## src/pkg/tre_pkg.sv

```systemverilog
package tre_pkg;

    // Clock period of the sequencer logic
    localparam int CLK_PERIOD_NS      = 5;

    // Timebase period with the nominal timing capacitor (130 us per nF, 10 nF)
    localparam int TB_PERIOD_NS       = 1300000;
    localparam int TB_CYCLES          = TB_PERIOD_NS / CLK_PERIOD_NS;
    localparam int TB_CHARGE_CYCLES   = TB_CYCLES / 2;
    localparam int TB_DISCHG_CYCLES   = TB_CYCLES - TB_CHARGE_CYCLES;

    // Timebase phase counter width
    localparam int TB_CNT_W           = 20;

    // Delays counted in timebase charge starts
    localparam int TICK_W             = 4;
    localparam logic [TICK_W-1:0] FIRST_DELAY_TICKS = 4'ha;   // first_up_delay, first_down_delay: 9 to 10 periods
    localparam logic [TICK_W-1:0] STAGE_DELAY_TICKS = 4'h8;   // remaining up and down delays: 8 periods

    // Number of rail outputs
    localparam int NUM_RAILS          = 3;

    // Reset value of the pull-down enables at normal polarity: all rails pulled low
    localparam logic [NUM_RAILS-1:0] OE_RESET = 3'h7;

    // Sequencer states
    typedef enum logic [2:0] {
        TRE_IDLE = 3'b000,
        TRE_UP1  = 3'b001,
        TRE_UP2  = 3'b010,
        TRE_UP3  = 3'b011,
        TRE_ON   = 3'b100,
        TRE_DN3  = 3'b101,
        TRE_DN2  = 3'b110,
        TRE_DN1  = 3'b111
    } tre_state_e;

endpackage

```

## src/hdl/tre_sequencer.sv

```systemverilog
// Operation
// RQ1: After reset every rail output stays inactive until sequence enable is first seen asserted.
// RQ2: The first rail becomes active nine to ten timebase periods after sequence enable is asserted.
// RQ3: After the first rail goes active a new count aligned to a charge start activates the second rail after eight periods.
// RQ4: The third rail becomes active exactly eight timebase periods after the second.
// RQ5: When enable drops after full power-up the third rail goes inactive after the nine to ten period first delay.
// RQ6: The second and then the first rail go inactive, each eight timebase periods after the previous one.
// RQ7: The power-up count starts on the enable rising edge and restarts with all outputs inactive if enable drops before rail one.
// RQ8: Enable dropping after rail one is active but before power-up completes starts a reverse-order controlled shutdown.
// RQ9: Each rail output is open drain, released when active and pulled low when inactive at normal polarity.
// RQ10: Polarity select high makes every rail output active low, inverting the drive sense in both sequences.
// RQ11: Each timebase period is a charge phase followed at once by a discharge phase, running freely.
// RQ12: Sequence enable is synchronised before use and its rising edge is taken from the synchronised value.
module tre_sequencer
    import tre_pkg::*;
#(
    parameter int CHARGE_CYCLES = tre_pkg::TB_CHARGE_CYCLES,
    parameter int DISCHG_CYCLES = tre_pkg::TB_DISCHG_CYCLES
) (
    // Clock and reset
    input  wire logic clk,
    input  wire logic rst,
    // Control inputs
    input  wire logic seq_enable,
    input  wire logic polarity_select,
    // Open-drain rail outputs
    output logic      rail_out_first_o,
    output logic      rail_out_first_oe,
    output logic      rail_out_second_o,
    output logic      rail_out_second_oe,
    output logic      rail_out_third_o,
    output logic      rail_out_third_oe
);
    import tre_pkg::*;

    // Last count of each timebase phase
    localparam logic [TB_CNT_W-1:0] CHARGE_LAST = TB_CNT_W'(CHARGE_CYCLES - 1);
    localparam logic [TB_CNT_W-1:0] DISCHG_LAST = TB_CNT_W'(DISCHG_CYCLES - 1);

    // Timebase, synchroniser, sequencer and output state
    logic                  phase_q, phase_d;        // 0 charge, 1 discharge
    logic [TB_CNT_W-1:0]   tb_cnt_q, tb_cnt_d;
    logic                  charge_start_q, charge_start_d;
    logic                  en_meta_q, en_sync_q, en_prev_q;
    logic                  en_rise;
    tre_state_e            state_q, state_d;
    logic [TICK_W-1:0]     tick_q, tick_d;
    logic [NUM_RAILS-1:0]  rail_on_q, rail_on_d;
    logic [NUM_RAILS-1:0]  oe_q, oe_d;
    logic [NUM_RAILS-1:0]  lvl_q, lvl_d;

    // Free-running timebase: charge then discharge, charge start pulse on each new period after the first
    // Period is CHARGE_CYCLES plus DISCHG_CYCLES clocks, first charge starts at reset release
    always_comb begin
        phase_d        = phase_q;
        tb_cnt_d       = tb_cnt_q + TB_CNT_W'(1);
        charge_start_d = 1'b0;
        if (!phase_q && tb_cnt_q == CHARGE_LAST) begin
            phase_d  = 1'b1;                          // [RQ11]
            tb_cnt_d = '0;
        end else if (phase_q && tb_cnt_q == DISCHG_LAST) begin
            phase_d        = 1'b0;                    // [RQ11]
            tb_cnt_d       = '0;
            charge_start_d = 1'b1;
        end
    end

    // Timebase registers
    always_ff @(posedge clk) begin
        if (rst) begin
            phase_q        <= 1'b0;
            tb_cnt_q       <= '0;
            charge_start_q <= 1'b0;
        end else begin
            phase_q        <= phase_d;
            tb_cnt_q       <= tb_cnt_d;
            charge_start_q <= charge_start_d;
        end
    end

    // Enable synchroniser and edge history
    // Two flops guard against a slow comparator edge; only the second one is read
    always_ff @(posedge clk) begin
        if (rst) begin
            en_meta_q <= 1'b0;
            en_sync_q <= 1'b0;
            en_prev_q <= 1'b0;
        end else begin
            en_meta_q <= seq_enable;                  // [RQ12]
            en_sync_q <= en_meta_q;
            en_prev_q <= en_sync_q;
        end
    end

    // Rising edge of the synchronised enable
    assign en_rise = en_sync_q & ~en_prev_q;          // [RQ12]

    // Sequencer: counts charge starts, moves rails up and down
    // A charge start on the edge that leaves idle is not counted, which gives the nine to ten period spread
    always_comb begin
        state_d   = state_q;
        tick_d    = tick_q;
        rail_on_d = rail_on_q;
        if (charge_start_q) begin
            tick_d = tick_q + TICK_W'(1);
        end
        unique case (state_q)
            TRE_IDLE: begin
                rail_on_d = '0;                       // [RQ1]
                if (en_rise) begin
                    state_d = TRE_UP1;                // [RQ7]
                    tick_d  = '0;
                end
            end
            TRE_UP1: begin
                // Enable lost before rail one: drop back with no rail active
                if (!en_sync_q) begin
                    state_d = TRE_IDLE;               // [RQ7]
                    tick_d  = '0;
                end else if (charge_start_q && tick_q == FIRST_DELAY_TICKS - TICK_W'(1)) begin
                    rail_on_d[0] = 1'b1;              // [RQ2]
                    state_d      = TRE_UP2;
                    tick_d       = '0;                // [RQ3]
                end
            end
            TRE_UP2: begin
                // Enable lost here walks the full reverse sequence
                if (!en_sync_q) begin
                    state_d = TRE_DN3;                // [RQ8]
                    tick_d  = '0;
                end else if (charge_start_q && tick_q == STAGE_DELAY_TICKS - TICK_W'(1)) begin
                    rail_on_d[1] = 1'b1;              // [RQ3]
                    state_d      = TRE_UP3;
                    tick_d       = '0;
                end
            end
            TRE_UP3: begin
                // Same abandon path as the second stage
                if (!en_sync_q) begin
                    state_d = TRE_DN3;                // [RQ8]
                    tick_d  = '0;
                end else if (charge_start_q && tick_q == STAGE_DELAY_TICKS - TICK_W'(1)) begin
                    rail_on_d[2] = 1'b1;              // [RQ4]
                    state_d      = TRE_ON;
                    tick_d       = '0;
                end
            end
            TRE_ON: begin
                // Hold the count clear so the first down delay starts from zero
                tick_d = '0;
                if (!en_sync_q) begin
                    state_d = TRE_DN3;                // [RQ5]
                end
            end
            TRE_DN3: begin
                // Rails that never came up simply stay inactive on the way down
                if (charge_start_q && tick_q == FIRST_DELAY_TICKS - TICK_W'(1)) begin
                    rail_on_d[2] = 1'b0;              // [RQ5]
                    state_d      = TRE_DN2;
                    tick_d       = '0;
                end
            end
            TRE_DN2: begin
                if (charge_start_q && tick_q == STAGE_DELAY_TICKS - TICK_W'(1)) begin
                    rail_on_d[1] = 1'b0;              // [RQ6]
                    state_d      = TRE_DN1;
                    tick_d       = '0;
                end
            end
            TRE_DN1: begin
                // Last step: rail one off, then wait for a fresh enable rise
                if (charge_start_q && tick_q == STAGE_DELAY_TICKS - TICK_W'(1)) begin
                    rail_on_d[0] = 1'b0;              // [RQ6]
                    state_d      = TRE_IDLE;
                    tick_d       = '0;
                end
            end
        endcase
    end

    // Sequencer registers
    always_ff @(posedge clk) begin
        if (rst) begin
            state_q   <= TRE_IDLE;
            tick_q    <= '0;
            rail_on_q <= '0;                          // [RQ1]
        end else begin
            state_q   <= state_d;
            tick_q    <= tick_d;
            rail_on_q <= rail_on_d;
        end
    end

    // Pull-down enable per rail: released when active at normal polarity, inverted by polarity select
    genvar gi;
    generate
        for (gi = 0; gi < NUM_RAILS; gi++) begin : g_rail
            always_comb begin
                oe_d[gi]  = ~(rail_on_q[gi] ^ polarity_select);  // [RQ9] [RQ10]
                lvl_d[gi] = 1'b0;                                // Open drain only ever drives low [RQ9]
            end
        end
    endgenerate

    // Output registers; the reset value follows the polarity so no rail looks active in reset
    always_ff @(posedge clk) begin
        if (rst) begin
            oe_q  <= OE_RESET ^ {NUM_RAILS{polarity_select}};   // [RQ1] [RQ10]
            lvl_q <= '0;
        end else begin
            oe_q  <= oe_d;
            lvl_q <= lvl_d;
        end
    end

    // Pin drive straight from the output registers
    assign rail_out_first_o   = lvl_q[0];
    assign rail_out_first_oe  = oe_q[0];
    assign rail_out_second_o  = lvl_q[1];
    assign rail_out_second_oe = oe_q[1];
    assign rail_out_third_o   = lvl_q[2];
    assign rail_out_third_oe  = oe_q[2];

endmodule // tre_sequencer

```

## config.mk

```make
export PLATFORM = sky130hd
export DESIGN_NAME = tre_sequencer
export DESIGN_NICKNAME = d
export VERILOG_FILES = /design/src/pkg/tre_pkg.sv /design/src/hdl/tre_sequencer.sv
export SDC_FILE = /design/constraint.sdc
export NUM_CORES = 1
export LEC_CHECK = 0
export BUFFER_PORTS_ARGS = -buffer_cell sky130_fd_sc_hd__buf_2
export CAP_MARGIN = 20
export CORE_MARGIN = 2
export CORE_UTILIZATION = 45
export DETAILED_ROUTE_END_ITERATION = 12
export PLACE_DENSITY = 0.69
export SYNTH_ARGS = -nofsm -noshare
export SYNTH_HDL_FRONTEND = slang
export SYNTH_SLANG_ARGS = --single-unit
```

## constraint.sdc

```tcl
create_clock -name clk -period 2.7 [get_ports clk]
set_input_delay 0 -clock clk [delete_from_list [all_inputs] [get_ports clk]]
set_output_delay 0 -clock clk [all_outputs]
set_load 0.02 [all_outputs]
```

==> metrics.txt <==
Synth Flop Type dfxtp_1; DR vias 1369; Synth Cell Area 1830 sq um; wirelength, routed approximately 3.1 mm; RSZ-0062 raised after global routing no; Most Crowded Layer GR met2; critical path launch point type flop; port bufs 6; final hold violations 0; clock buffer count from CTS 5; die area 4590 sq um; Fin Clk Skew 0.00791 ns; n_diodes 0; Tot Pwr 1.03 mW; final worst path period share 0.650; status complete, no violations; Sink Count 38; Fmax 570 MHz; CP max FO 18; drt drc 0; met3 GRT Util 0.0567; Detailed Routing Iterations Pass 1 4; CTS tree built; fin. max-slew vios 0; syn_area_per_cell 9.01 sq um; Yosys warnings 0; endpoints failing setup 0; post-route minimum period between 1.5 and 2 ns; gp weighted congestion ~0.76; Starting Density 0.464; setup_tns 0 ns; Setup Buffers After CTS 0; number of global-route vias before repair 1230; height of the die 67.8 um; Setup WS post-layout roughly 0.95 ns; Cells after DPL 246; Nets 212; Netlist cell types 44; WP data required 2.86 ns; asr flop ratio synth 0; CTS max path bufs 2; Worst Setup End Kind flop; IO Count 10; Post-DRT Antenna Nets 0; routed vias/inst 5.35; core area 3940 sq um; #FFs+latches synth 38; power density over the cells 525 nW/um^2; Final Util 0.497; Hold Path Class in -> reg; Clock transition at path regs 0.07 ns; reg2reg path depth 5; initial antenna violation count 0; drt initial violations 70; hold path cells 2; leakage power 0.685 nW; fin cells 256; met2 usage 0.248; dpl ws 0.933 ns; clock root cell clkbuf_8; grt ovf 0; clock insertion delay at the later pin of the skew report 0.29 ns; arrival time at the worst endpoint 1.92 ns; H-tree levels 2; Placement Rows 23; VDD IR-drop max approximately 380 uV; register area share after synthesis 0.416; max-cap violations 0; wire per inst between 10 and 15 um; global-route wire length before repair 5.36 mm; share of layout cells above drive strength 1 0.107; dpl hpwl 2.10 mm; Post-synth EDFFs 0; M1 GR Usage 0.191; Syn Inst Count 203; largest net degree at the start of global routing 23; WS Path Type reg -> reg; P&R area growth vs syn 7.05%; die span in x 67.8 um; Tot GR Track Use 0.157
final cells by class:
class / count / area [sq um]
fill: 377 / 1980
sequential: 38 / 761
tap: 50 / 62.6
clock buffer: 6 / 82.6
inverter: 3 / 11.3
timing repair buffer: 8 / 50.0
clock inverter: 2 / 12.5
multi-input combinational: 149 / 978
state kept, by name (all words and copies together) (netlist names):
name            flops
tb_cnt_q           20
tick_q              4
oe_q                3
rail_on_q           3
state_q             3
charge_start_q      1
en_meta_q           1
en_prev_q           1
en_sync_q           1
phase_q             1
worst paths after layout:
kind / from / endpoint / slack [ns]
worst max-delay path: tb_cnt_q[0] / tb_cnt_q[12] / 0.95
worst min-delay path: rst / en_sync_q / 0.11
worst max register to register: tb_cnt_q[0] / tb_cnt_q[12] / 0.95
worst min register to register: en_meta_q / en_sync_q / 0.45
cells in the final DEF, fill, tap and decap left out, types with 2 or more instances in the layout:
cell type	n
a31oi_1	2
inv_1	3
nand2_1	9
nand4_4	2
and4_1	4
conb_1	3
ha_1	3
and2_1	2
nor3_1	9
nor2b_1	10
nor3b_1	2
dfxtp_1	38
clkbuf_8	6
nand4_1	10
nand2b_1	2
dlygate4sd3_1	2
o21ai_0	7
xnor2_1	9
buf_2	6
and3_1	2
nor4_1	2
a21oi_1	6
nand3_1	8
nand4b_1	2
or3_1	5
xor2_1	10
a22oi_1	3
nor2_1	22
report_power, final:
part / leakage (nW) / total (mW) / switching (mW) / internal [mW]
combinational: 0.330 / 0.0477 / 0.0295 / 0.0182
sequential: 0.308 / 0.579 / 0.00883 / 0.570
clock: 0.0472 / 0.402 / 0.197 / 0.205
per-stage QoR:
| step | hold slack [ns] | area (sq um) |
|---|---|---|
| final | 0.108 | 1960 |
| after global routing | 0.130 | 1960 |
| after CTS | 0.112 | 1960 |
| after detailed placement | 0.261 | 1840 |
| after global placement | 0.217 | 1840 |
| after floorplan | 0.0986 | 1840 |
synth_stat cells, drive strengths merged (3+ instances only):
master | number | area [sq um]
o21ai | 7 | 35.0
xor2 | 10 | 87.6
buf | 9 | 63.8
nand4 | 12 | 105
nor2 | 22 | 82.6
nor2b | 10 | 62.6
nand3 | 8 | 40.0
and4 | 4 | 35.0
nand2 | 9 | 33.8
a22oi | 3 | 22.5
clkbuf | 6 | 22.5
a21oi | 7 | 38.8
ha | 3 | 37.5
nor3 | 9 | 45.0
dfxtp | 38 | 761
xnor2 | 9 | 78.8
inv | 3 | 11.3
or3 | 5 | 31.3
routing by layer:
metal / part of all wire / vias to the layer above
met4: 0.019 / 0
met1: 0.49 / 629
met2: 0.46 / 15
li1: - / 718
met3: 0.029 / 7
met5: 0 / -
timing repair:
item	in CTS	in global routing
endpoints found under the hold margin	4	0
resized for setup	0	0
hold buffers	2	0
kinds of logic after synthesis:
logic type,after synthesis,synth area share
other,1,0.00205
buffers and inverters,18,0.0533
AOI/OAI and AO/OA,28,0.107
DFF,38,0.416
muxes,1,0.00547
xor gates and xnor gates,19,0.0910
adders and majority gates,3,0.0205
and+or+nand+nor,95,0.305
worst max-delay path, stage by stage, from the launching register on:
cell,delay [ns]
dfxtp_1,0.37
ha_1,0.32
and3_1,0.28
nand4_4,0.15
o21bai_4,0.42
nor2_1,0.09
Note: power is estimated with default switching activity, not from simulation.
